File: config.mk
export PLATFORM = sky130hd
export DESIGN_NAME = sysref_pattern_generator_control
export DESIGN_NICKNAME = d
export VERILOG_FILES = /design/src/rtl/sysref_ctrl_pkg.sv /design/src/rtl/pin_sync.sv /design/src/rtl/sysref_pattern_generator_control.sv
export SDC_FILE = /design/constraint.sdc
export NUM_CORES = 1
export LEC_CHECK = 0
export BUFFER_PORTS_ARGS = -buffer_cell sky130_fd_sc_hd__buf_2
export CORE_MARGIN = 2
export CORE_UTILIZATION = 61
export CTS_BUF_LIST = sky130_fd_sc_hd__clkbuf_8
export DETAILED_ROUTE_END_ITERATION = 6
export MAX_ROUTING_LAYER = met4
export PLACE_DENSITY = 0.87
export SYNTH_ARGS = -nofsm -noshare
export SYNTH_HDL_FRONTEND = slang
export SYNTH_SLANG_ARGS = --single-unit
File: constraint.sdc
create_clock -name core_clk -period 4.7 [get_ports core_clk]
set_input_delay 0.235 -clock core_clk [delete_from_list [all_inputs] [get_ports core_clk]]
set_output_delay 0.235 -clock core_clk [all_outputs]
set_load 0.05 [all_outputs]
File: src/rtl/sysref_ctrl_pkg.sv
package sysref_ctrl_pkg;
  // register map, byte wide registers behind the serial control port
  localparam logic [15:0] ADDR_PW_DIV_LOW   = 16'h0400;
  localparam logic [15:0] ADDR_PW_DIV_HIGH  = 16'h0401;
  localparam logic [15:0] ADDR_REQ_CONFIG   = 16'h0402;
  localparam logic [15:0] ADDR_SRC_MODE_CFG = 16'h0403;
  localparam logic [15:0] ADDR_RX_CONFIG    = 16'h0404;

  // reset values
  localparam logic [7:0] RST_PW_DIV_LOW   = 8'h00;
  localparam logic [7:0] RST_PW_DIV_HIGH  = 8'h00;
  localparam logic [7:0] RST_REQ_CONFIG   = 8'h00;
  localparam logic [7:0] RST_SRC_MODE_CFG = 8'h00;
  localparam logic [7:0] RST_RX_CONFIG    = 8'h04;
  localparam logic [7:0] RX_CONFIG_MASK   = 8'h07;

  // request config fields
  localparam int REQ_METHOD_BIT  = 7;
  localparam int TRIG_HI         = 6;
  localparam int TRIG_LO         = 5;
  localparam int GEN_CLK_SEL_BIT = 4;
  localparam int RESAMP_SEL_BIT  = 3;
  localparam int TEST_HI         = 2;
  localparam int TEST_LO         = 1;
  localparam int GEN_RESET_BIT   = 0;

  // source / mode fields
  localparam int SRC_HI       = 7;
  localparam int SRC_LO       = 6;
  localparam int MODE_HI      = 5;
  localparam int MODE_LO      = 4;
  localparam int COUNT_HI     = 3;
  localparam int COUNT_LO     = 1;
  localparam int SW_REQ_BIT   = 0;

  // receiver fields
  localparam int RX_PD_CTRL_BIT = 2;
  localparam int RX_NEG_SEL_BIT = 1;
  localparam int RX_DIFF_BIT    = 0;

  // encodings
  localparam logic [1:0] TRIG_RISE   = 2'h2;
  localparam logic [1:0] TRIG_FALL   = 2'h3;
  localparam logic [1:0] MODE_NSHOT  = 2'h0;
  localparam logic [1:0] MODE_CONT   = 2'h1;
  localparam logic [1:0] SRC_EXT     = 2'h0;
  localparam logic [1:0] SRC_EXT_RS  = 2'h1;
  localparam logic [1:0] SRC_INT     = 2'h2;
  localparam logic [1:0] TEST_LOW    = 2'h0;
  localparam logic [1:0] TEST_HIGH   = 2'h1;

  // pin synchroniser lanes
  localparam int PIN_COUNT     = 5;
  localparam int PIN_REQ       = 0;
  localparam int PIN_EXT_PULSE = 1;
  localparam int PIN_FB_CLK    = 2;
  localparam int PIN_CLEAN_CLK = 3;
  localparam int PIN_DEV_CLK   = 4;

  typedef enum logic [1:0] {GEN_IDLE, GEN_ARMED, GEN_ACTIVE} gen_state_t;
endpackage

File: src/rtl/pin_sync.sv
`timescale 1ns/1ps
// two-flop synchroniser for asynchronous pins
module pin_sync #(
  parameter int WIDTH = 1
) (
  input  wire logic             core_clk,
  input  wire logic             sys_rst,
  input  wire logic [WIDTH-1:0] pinIn,
  output logic      [WIDTH-1:0] pinSync
);
  logic [WIDTH-1:0] meta_ff;
  logic [WIDTH-1:0] sync_ff;

  // first stage feeds only the second stage
  always_ff @(posedge core_clk) begin
    if (sys_rst) begin
      meta_ff <= '0;
      sync_ff <= '0;
    end else begin
      meta_ff <= pinIn;
      sync_ff <= meta_ff;
    end
  end

  assign pinSync = sync_ff;
endmodule

File: src/rtl/sysref_pattern_generator_control.sv
`timescale 1ns/1ps
module sysref_pattern_generator_control (
  input  wire logic        core_clk,
  input  wire logic        sys_rst,
  input  wire logic        regWrEn,
  input  wire logic        regRdEn,
  input  wire logic [15:0] regAddr,
  input  wire logic [7:0]  regWrData,
  output logic      [7:0]  regRdData,
  input  wire logic        pulseRequestPin,
  input  wire logic        alignmentPulseInput,
  input  wire logic        synthesisLoopFbClk,
  input  wire logic        cleanupLoopClk,
  input  wire logic        deviceClk,
  output logic             pulseOut,
  output logic             testOut,
  output logic             rxPosEn,
  output logic             rxNegEn,
  output logic             rxDiffEn
);
  // register state
  logic [7:0] divLow_ff, nxt_divLow;
  logic [7:0] divHigh_ff, nxt_divHigh;
  logic [7:0] reqCfg_ff, nxt_reqCfg;
  logic [7:0] srcCfg_ff, nxt_srcCfg;
  logic [7:0] rxCfg_ff, nxt_rxCfg;
  logic [7:0] rdData_ff, nxt_rdData;

  // generator state
  sysref_ctrl_pkg::gen_state_t state_ff, nxt_state;
  logic [15:0] kCnt_ff, nxt_kCnt;
  logic        divPhase_ff, nxt_divPhase;
  logic [3:0]  pulsesLeft_ff, nxt_pulsesLeft;
  logic        swReqPrev_ff, nxt_swReqPrev;
  logic        pinPrev_ff, nxt_pinPrev;
  logic        fbPrev_ff, cleanPrev_ff, devPrev_ff;
  logic        resampled_ff, nxt_resampled;

  // output flops
  logic pulseOut_ff, nxt_pulseOut;
  logic testOut_ff, nxt_testOut;
  logic rxPos_ff, rxNeg_ff, rxDiff_ff;
  logic nxt_rxPos, nxt_rxNeg, nxt_rxDiff;

  logic [sysref_ctrl_pkg::PIN_COUNT-1:0] pinsRaw;
  logic [sysref_ctrl_pkg::PIN_COUNT-1:0] pinsSync;

  logic [15:0] kEff;
  logic        genTick, wrap, divRise, divFall;
  logic        reqLevel, trigger, stopReq, burstDone;
  logic [1:0]  trigSel, mode, srcSel, testSel;
  logic        swReq, genReset;
  logic        fbRise, cleanRise, devRise, resampTick;

  // all foreign clocks and pins sampled into core_clk domain
  assign pinsRaw[sysref_ctrl_pkg::PIN_REQ]       = pulseRequestPin;
  assign pinsRaw[sysref_ctrl_pkg::PIN_EXT_PULSE] = alignmentPulseInput;
  assign pinsRaw[sysref_ctrl_pkg::PIN_FB_CLK]    = synthesisLoopFbClk;
  assign pinsRaw[sysref_ctrl_pkg::PIN_CLEAN_CLK] = cleanupLoopClk;
  assign pinsRaw[sysref_ctrl_pkg::PIN_DEV_CLK]   = deviceClk;

  pin_sync #(
    .WIDTH(sysref_ctrl_pkg::PIN_COUNT)
  ) u_pin_sync (
    .core_clk(core_clk),
    .sys_rst (sys_rst),
    .pinIn   (pinsRaw),
    .pinSync (pinsSync)
  );

  // field decode
  assign trigSel  = reqCfg_ff[sysref_ctrl_pkg::TRIG_HI:sysref_ctrl_pkg::TRIG_LO];
  assign testSel  = reqCfg_ff[sysref_ctrl_pkg::TEST_HI:sysref_ctrl_pkg::TEST_LO];
  assign genReset = reqCfg_ff[sysref_ctrl_pkg::GEN_RESET_BIT];
  assign mode     = srcCfg_ff[sysref_ctrl_pkg::MODE_HI:sysref_ctrl_pkg::MODE_LO];
  assign srcSel   = srcCfg_ff[sysref_ctrl_pkg::SRC_HI:sysref_ctrl_pkg::SRC_LO];
  assign swReq    = srcCfg_ff[sysref_ctrl_pkg::SW_REQ_BIT];

  // burst count code to pulse count; unlisted codes give one pulse
  function automatic logic [3:0] burstLen(input logic [2:0] code);
    unique case (code)
      3'h2:    burstLen = 4'h2;
      3'h3:    burstLen = 4'h4;
      3'h4:    burstLen = 4'h6;
      3'h5:    burstLen = 4'h8;
      default: burstLen = 4'h1;
    endcase
  endfunction

  // clock edges as one-cycle enables
  assign fbRise    = pinsSync[sysref_ctrl_pkg::PIN_FB_CLK] & ~fbPrev_ff;
  assign cleanRise = pinsSync[sysref_ctrl_pkg::PIN_CLEAN_CLK] & ~cleanPrev_ff;
  assign devRise   = pinsSync[sysref_ctrl_pkg::PIN_DEV_CLK] & ~devPrev_ff;
  assign genTick   = reqCfg_ff[sysref_ctrl_pkg::GEN_CLK_SEL_BIT] ? cleanRise : fbRise;
  assign resampTick = reqCfg_ff[sysref_ctrl_pkg::RESAMP_SEL_BIT] ? cleanRise : devRise;

  // width divider; zero treated as one so the divider never stalls
  assign kEff    = ({divHigh_ff, divLow_ff} == 16'h0000) ? 16'h0001
                                                          : {divHigh_ff, divLow_ff};
  assign wrap    = genTick && (kCnt_ff >= kEff - 16'h0001);
  assign divRise = wrap && !divPhase_ff;
  assign divFall = wrap && divPhase_ff;

  // request source and trigger qualification
  assign reqLevel = pinsSync[sysref_ctrl_pkg::PIN_REQ];
  always_comb begin
    trigger = 1'b0;
    stopReq = 1'b0;
    if (reqCfg_ff[sysref_ctrl_pkg::REQ_METHOD_BIT]) begin
      unique case (trigSel)
        sysref_ctrl_pkg::TRIG_RISE: trigger = reqLevel && !pinPrev_ff;
        sysref_ctrl_pkg::TRIG_FALL: trigger = !reqLevel && pinPrev_ff;
        default: begin
          trigger = reqLevel;
          stopReq = !reqLevel;
        end
      endcase
    end else begin
      trigger = swReq && !swReqPrev_ff;
      stopReq = !swReq;
    end
  end

  // pattern generator sequencing
  always_comb begin
    nxt_state      = state_ff;
    nxt_kCnt       = kCnt_ff;
    nxt_divPhase   = divPhase_ff;
    nxt_pulsesLeft = pulsesLeft_ff;
    burstDone      = 1'b0;
    if (genTick) begin
      nxt_kCnt = wrap ? 16'h0000 : kCnt_ff + 16'h0001;
      if (wrap) begin
        nxt_divPhase = !divPhase_ff;
      end
    end
    unique case (state_ff)
      sysref_ctrl_pkg::GEN_IDLE: begin
        if (trigger && (mode == sysref_ctrl_pkg::MODE_NSHOT
                        || mode == sysref_ctrl_pkg::MODE_CONT)) begin
          nxt_state      = sysref_ctrl_pkg::GEN_ARMED;
          nxt_pulsesLeft = burstLen(srcCfg_ff[sysref_ctrl_pkg::COUNT_HI:
                                              sysref_ctrl_pkg::COUNT_LO]);
        end
      end
      sysref_ctrl_pkg::GEN_ARMED: begin
        // align the first pulse to a divider rising phase
        if (divRise) begin
          nxt_state = sysref_ctrl_pkg::GEN_ACTIVE;
        end
      end
      sysref_ctrl_pkg::GEN_ACTIVE: begin
        // finish each pulse whole before stopping
        if (divFall) begin
          if (mode == sysref_ctrl_pkg::MODE_NSHOT) begin
            nxt_pulsesLeft = pulsesLeft_ff - 4'h1;
            if (pulsesLeft_ff == 4'h1) begin
              nxt_state = sysref_ctrl_pkg::GEN_IDLE;
              burstDone = 1'b1;
            end
          end else if (stopReq) begin
            nxt_state = sysref_ctrl_pkg::GEN_IDLE;
          end
        end
      end
    endcase
    // stop/invalid mode or generator reset abort at once
    if (genReset || !(mode == sysref_ctrl_pkg::MODE_NSHOT
                      || mode == sysref_ctrl_pkg::MODE_CONT)) begin
      nxt_state      = sysref_ctrl_pkg::GEN_IDLE;
      nxt_kCnt       = 16'h0000;
      nxt_divPhase   = 1'b0;
      nxt_pulsesLeft = 4'h0;
    end
    nxt_swReqPrev = swReq;
    nxt_pinPrev   = reqLevel;
  end

  // register writes; hardware self-clear loses to a software set
  always_comb begin
    nxt_divLow  = divLow_ff;
    nxt_divHigh = divHigh_ff;
    nxt_reqCfg  = reqCfg_ff;
    nxt_srcCfg  = srcCfg_ff;
    nxt_rxCfg   = rxCfg_ff;
    if (burstDone) begin
      nxt_srcCfg[sysref_ctrl_pkg::SW_REQ_BIT] = 1'b0;
    end
    if (regWrEn) begin
      unique case (regAddr)
        sysref_ctrl_pkg::ADDR_PW_DIV_LOW:   nxt_divLow  = regWrData;
        sysref_ctrl_pkg::ADDR_PW_DIV_HIGH:  nxt_divHigh = regWrData;
        sysref_ctrl_pkg::ADDR_REQ_CONFIG:   nxt_reqCfg  = regWrData;
        sysref_ctrl_pkg::ADDR_SRC_MODE_CFG: nxt_srcCfg  = regWrData;
        sysref_ctrl_pkg::ADDR_RX_CONFIG:
          nxt_rxCfg = regWrData & sysref_ctrl_pkg::RX_CONFIG_MASK;
        default: ;
      endcase
    end
  end

  // read mux, registered; unmapped addresses read zero
  always_comb begin
    nxt_rdData = rdData_ff;
    if (regRdEn) begin
      unique case (regAddr)
        sysref_ctrl_pkg::ADDR_PW_DIV_LOW:   nxt_rdData = divLow_ff;
        sysref_ctrl_pkg::ADDR_PW_DIV_HIGH:  nxt_rdData = divHigh_ff;
        sysref_ctrl_pkg::ADDR_REQ_CONFIG:   nxt_rdData = reqCfg_ff;
        sysref_ctrl_pkg::ADDR_SRC_MODE_CFG: nxt_rdData = srcCfg_ff;
        sysref_ctrl_pkg::ADDR_RX_CONFIG:    nxt_rdData = rxCfg_ff;
        default:                            nxt_rdData = 8'h00;
      endcase
    end
  end

  // outputs: source select, test mode and receiver enables
  always_comb begin
    nxt_resampled = resampTick ? pinsSync[sysref_ctrl_pkg::PIN_EXT_PULSE]
                               : resampled_ff;
    unique case (srcSel)
      sysref_ctrl_pkg::SRC_EXT:    nxt_pulseOut = pinsSync[sysref_ctrl_pkg::PIN_EXT_PULSE];
      sysref_ctrl_pkg::SRC_EXT_RS: nxt_pulseOut = resampled_ff;
      sysref_ctrl_pkg::SRC_INT:
        nxt_pulseOut = (state_ff == sysref_ctrl_pkg::GEN_ACTIVE) && divPhase_ff;
      default:                     nxt_pulseOut = 1'b0;
    endcase
    unique case (testSel)
      sysref_ctrl_pkg::TEST_LOW:  nxt_testOut = 1'b0;
      sysref_ctrl_pkg::TEST_HIGH: nxt_testOut = 1'b1;
      default:                    nxt_testOut = divPhase_ff;
    endcase
    if (rxCfg_ff[sysref_ctrl_pkg::RX_DIFF_BIT]) begin
      nxt_rxDiff = 1'b1;
      nxt_rxPos  = 1'b0;
      nxt_rxNeg  = 1'b0;
    end else begin
      nxt_rxDiff = 1'b0;
      if (!rxCfg_ff[sysref_ctrl_pkg::RX_PD_CTRL_BIT]) begin
        nxt_rxPos = 1'b1;
        nxt_rxNeg = 1'b1;
      end else begin
        nxt_rxNeg = rxCfg_ff[sysref_ctrl_pkg::RX_NEG_SEL_BIT];
        nxt_rxPos = !rxCfg_ff[sysref_ctrl_pkg::RX_NEG_SEL_BIT];
      end
    end
  end

  // all state registered here
  always_ff @(posedge core_clk) begin
    if (sys_rst) begin
      divLow_ff     <= sysref_ctrl_pkg::RST_PW_DIV_LOW;
      divHigh_ff    <= sysref_ctrl_pkg::RST_PW_DIV_HIGH;
      reqCfg_ff     <= sysref_ctrl_pkg::RST_REQ_CONFIG;
      srcCfg_ff     <= sysref_ctrl_pkg::RST_SRC_MODE_CFG;
      rxCfg_ff      <= sysref_ctrl_pkg::RST_RX_CONFIG;
      rdData_ff     <= 8'h00;
      state_ff      <= sysref_ctrl_pkg::GEN_IDLE;
      kCnt_ff       <= 16'h0000;
      divPhase_ff   <= 1'b0;
      pulsesLeft_ff <= 4'h0;
      swReqPrev_ff  <= 1'b0;
      pinPrev_ff    <= 1'b0;
      fbPrev_ff     <= 1'b0;
      cleanPrev_ff  <= 1'b0;
      devPrev_ff    <= 1'b0;
      resampled_ff  <= 1'b0;
      pulseOut_ff   <= 1'b0;
      testOut_ff    <= 1'b0;
      rxPos_ff      <= 1'b1;
      rxNeg_ff      <= 1'b0;
      rxDiff_ff     <= 1'b0;
    end else begin
      divLow_ff     <= nxt_divLow;
      divHigh_ff    <= nxt_divHigh;
      reqCfg_ff     <= nxt_reqCfg;
      srcCfg_ff     <= nxt_srcCfg;
      rxCfg_ff      <= nxt_rxCfg;
      rdData_ff     <= nxt_rdData;
      state_ff      <= nxt_state;
      kCnt_ff       <= nxt_kCnt;
      divPhase_ff   <= nxt_divPhase;
      pulsesLeft_ff <= nxt_pulsesLeft;
      swReqPrev_ff  <= nxt_swReqPrev;
      pinPrev_ff    <= nxt_pinPrev;
      fbPrev_ff     <= pinsSync[sysref_ctrl_pkg::PIN_FB_CLK];
      cleanPrev_ff  <= pinsSync[sysref_ctrl_pkg::PIN_CLEAN_CLK];
      devPrev_ff    <= pinsSync[sysref_ctrl_pkg::PIN_DEV_CLK];
      resampled_ff  <= nxt_resampled;
      pulseOut_ff   <= nxt_pulseOut;
      testOut_ff    <= nxt_testOut;
      rxPos_ff      <= nxt_rxPos;
      rxNeg_ff      <= nxt_rxNeg;
      rxDiff_ff     <= nxt_rxDiff;
    end
  end

  assign regRdData = rdData_ff;
  assign pulseOut  = pulseOut_ff;
  assign testOut   = testOut_ff;
  assign rxPosEn   = rxPos_ff;
  assign rxNegEn   = rxNeg_ff;
  assign rxDiffEn  = rxDiff_ff;
endmodule

==> metrics <==
Clock Latency Late Sink=0.36 ns; Yosys reg bits=87; CP Max Fanout=10; area growth from synthesis to layout=11.3%; post-DR vias/cell=5.76; Slew @ Worst Pin=1.21 ns; GRT Residual Overflow=0; Syn Nets=528; register area share after synthesis=39.6%; Final Skew=0.0101 ns; clock root cell=clkbuf_8; # clock sinks=87; number of global-route vias before repair=3276; FF-to-FF Start=divHigh_ff[1]; Synth cell types=58; flop2flop setup slack=0.39 ns; total power=0.00138 W; Worst Path Buf+Inv=1; slowest CP cell=or4_4; WP data required=4.98 ns; max-cap violation count=0; Post-DRT Antenna Nets=0; HPWL Detailed=6900 um; initial antenna violation count=0; # diodes=0; DRC=0; placed cell areas=0.00469 mm2; Detailed Route WL=9430 um; TNS Setup=0 ns; post-synthesis cell area=0.00439 mm2; Net count, final=571; leakage power figure=1.97 nW; worst reg2reg endpoint=pulsesLeft_ff[0]; run status=finished, final reports clean; top cell type by total area after synthesis=dfxtp_1; crit path launch=divHigh_ff[1]; period utilisation layout=91.7%; DRT Pass-1 Iters=5; Port Buffers=45; Ports=46; family with the most delay on the worst path=simple AND/OR/NAND/NOR gates; final hold vios=0; starting density of the core=64.0%; Synth Flop Type=dfxtp_1; die area=0.00790 mm2; minimum clock period=4.31 ns; CTS H-tree depth=3; most common cell after layout, fill and taps aside=dfxtp_1; core footprint=0.00687 mm2; mean post-synth cell area=9.31 um2; GRT Total Usage=26.3%; setup bufs post-CTS=0; cts bufs inserted=9; Post-Synthesis Cells=472; P_sw=0.000344 W; CTS tree=yes; RSZ-0062 raised after global routing=false; GP Congestion=0.912; most used cell, CP=nor3_1; fin. max-slew vios=0; power share of the clock group=38.0%; Clock Tree Buf Depth=2; Sw Ratio=25.0%; Reg power frac=54.6%; number of core rows=30; Clk pin slew, worst setup/hold paths=0.09 ns; largest net degree at the start of global routing=67; reg2reg path depth=18; Slowest Stage Delay on Critical Path=0.56 ns; worst min-delay path startpoint=synthesisLoopFbClk; WP depth=18; Die W=88.9 um; Final setup viols=0; most frequent cells in the layout=dfxtp_1 (87), nor2_1 (71), buf_2 (45); Internal Power=0.00103 W; Rel. slew slack=18.4%; critical path arrival=4.59 ns; Min Hold Slack=0.0808 ns; Die Y=88.9 um; initial DRC count=183; wire per inst=15.3 um; fmax=232 MHz; number of synthesized flops with an enable pin=0; Comb pwr share=7.4%; crit path cell chain=or4_4 > or3_4 > nor3_1 > a21oi_1 > ha_1 > nand2b_1 > nor3_1 > nand2b_1 > nor4_1 > xnor2_1 > ha_1 > nand4_1 > nor3_1 > o2111ai_1 > a31oi_2 > buf_4 > a31oi_1 > a211oi_1; pwr dens=282 mW/mm2; Via Count=3550; share of the synthesized area in the top cell type=39.6%; largest cells by area after synthesis=dfxtp_1 (40%), mux2i_1 (8.7%), ha_1 (6.5%); worst hold path class=in2reg; critical path type=reg2reg; peak supply drop=221 uV; CP Launch Type=flip-flop; Crit. End Element=flip-flop; crit path capture=pulsesLeft_ff[0]; share of post-route cells with drive strength above 1=16.3%; ys async rst share=0%; first-pass GRT wire length=15500 um; final instance area=0.00489 mm2; Util after Layout=71.2%; YS warnings=0
Yosys cell counts (6+ instances only):
| cell type | n |
|---|---|
| nand4_1 | 8 |
| mux4_2 | 6 |
| a21oi_1 | 17 |
| a211oi_1 | 8 |
| nand2b_1 | 12 |
| nand2_1 | 23 |
| ha_1 | 23 |
| xor2_1 | 16 |
| o21ai_0 | 9 |
| inv_1 | 15 |
| clkbuf_1 | 7 |
| xnor2_1 | 14 |
| dfxtp_1 | 87 |
| nand3_1 | 11 |
| nor2b_1 | 21 |
| nor2_1 | 71 |
| nor3_1 | 12 |
| mux2i_1 | 38 |
power by group through the flow:
stage / Sequential, W / Combinational, W / Clock, W
final: 0.000752 / 0.000102 / 0.000524
after floorplan: 0.000773 / 0.0000609 / 0
after CTS: 0.000752 / 0.000101 / 0.000534
after detailed placement: 0.000769 / 0.000100 / 0
after global routing: 0.000753 / 0.000113 / 0.000568
after global placement: 0.000769 / 0.0000965 / 0
worst reg2reg max path: cells and delay by family, from the launching register on:
| kind | cells | cell delay (ns) |
|---|---|---|
| compound gates | 5 | 1.01 |
| xor+xnor | 1 | 0.14 |
| fa+ha+maj | 2 | 0.50 |
| buf+inv | 1 | 0.19 |
| flops | 1 | 0.39 |
| simple gates | 9 | 1.99 |
what timing repair did:
action / 4_1_cts / 5_1_grt
resized for setup: 0 / 1
setup endpoints to repair: 0 / 14
hold buffers: 0 / 0
metrics by stage:
step	worst slack, ns	std cells
floorplan	0.786	472
global placement	0.494	600
detailed placement	0.350	600
CTS	0.318	616
global route	0.0624	616
finish	0.389	616
per-layer routing:
layer | vias up | track usage (%) | wire length [um]
met1 | 1704 | 34.3 | 4410
met3 | 11 | 5.50 | 393
met5 | - | - | 0
met4 | 0 | 6.89 | 119
met2 | 74 | 41.7 | 4510
li1 | 1761 | - | -
sequential cells by signal (all words and copies together), names as in the netlist, 2 cells and up:
name	count
kCnt_ff	16
divHigh_ff	8
divLow_ff	8
regRdData	8
reqCfg_ff	8
srcCfg_ff	8
u_pin_sync.meta_ff	5
u_pin_sync.pinSync	5
pulsesLeft_ff	4
rxCfg_ff	3
state_ff	2
area by class of cell:
type	instances	area, um2
multi-input cells	355	2540
fillers	527	1980
flip-flops and latches	87	1740
repair buffers	47	240
clock buffers	9	124
well taps	96	120
clock inverters	7	72.6
inverters	15	56.3
how the worst min path moves through the flow:
stage / slack [ns] / endpoint / depth (start not counted)
after floorplan: 0.36 / u_pin_sync.meta_ff[0] / 1
after global placement: 0.42 / u_pin_sync.pinSync[3] / 1
after detailed placement: 0.42 / u_pin_sync.pinSync[4] / 1
after CTS: 0.07 / u_pin_sync.meta_ff[2] / 2
after global routing: 0.09 / u_pin_sync.meta_ff[0] / 2
final: 0.08 / u_pin_sync.meta_ff[2] / 2
cells by family (layout without fill, tap and decap cells):
logic type / count (synthesis) / in the layout / synth area share (%)
mux: 47 / 47 / 12.5
fa+ha+maj: 23 / 23 / 6.55
buf+inv: 30 / 78 / 2.70
flops: 87 / 87 / 39.6
xor+xnor: 30 / 30 / 5.98
compound gates: 63 / 63 / 10.1
simple gates: 192 / 192 / 22.6
No activity file was read; power rests on OpenSTA's default activity.
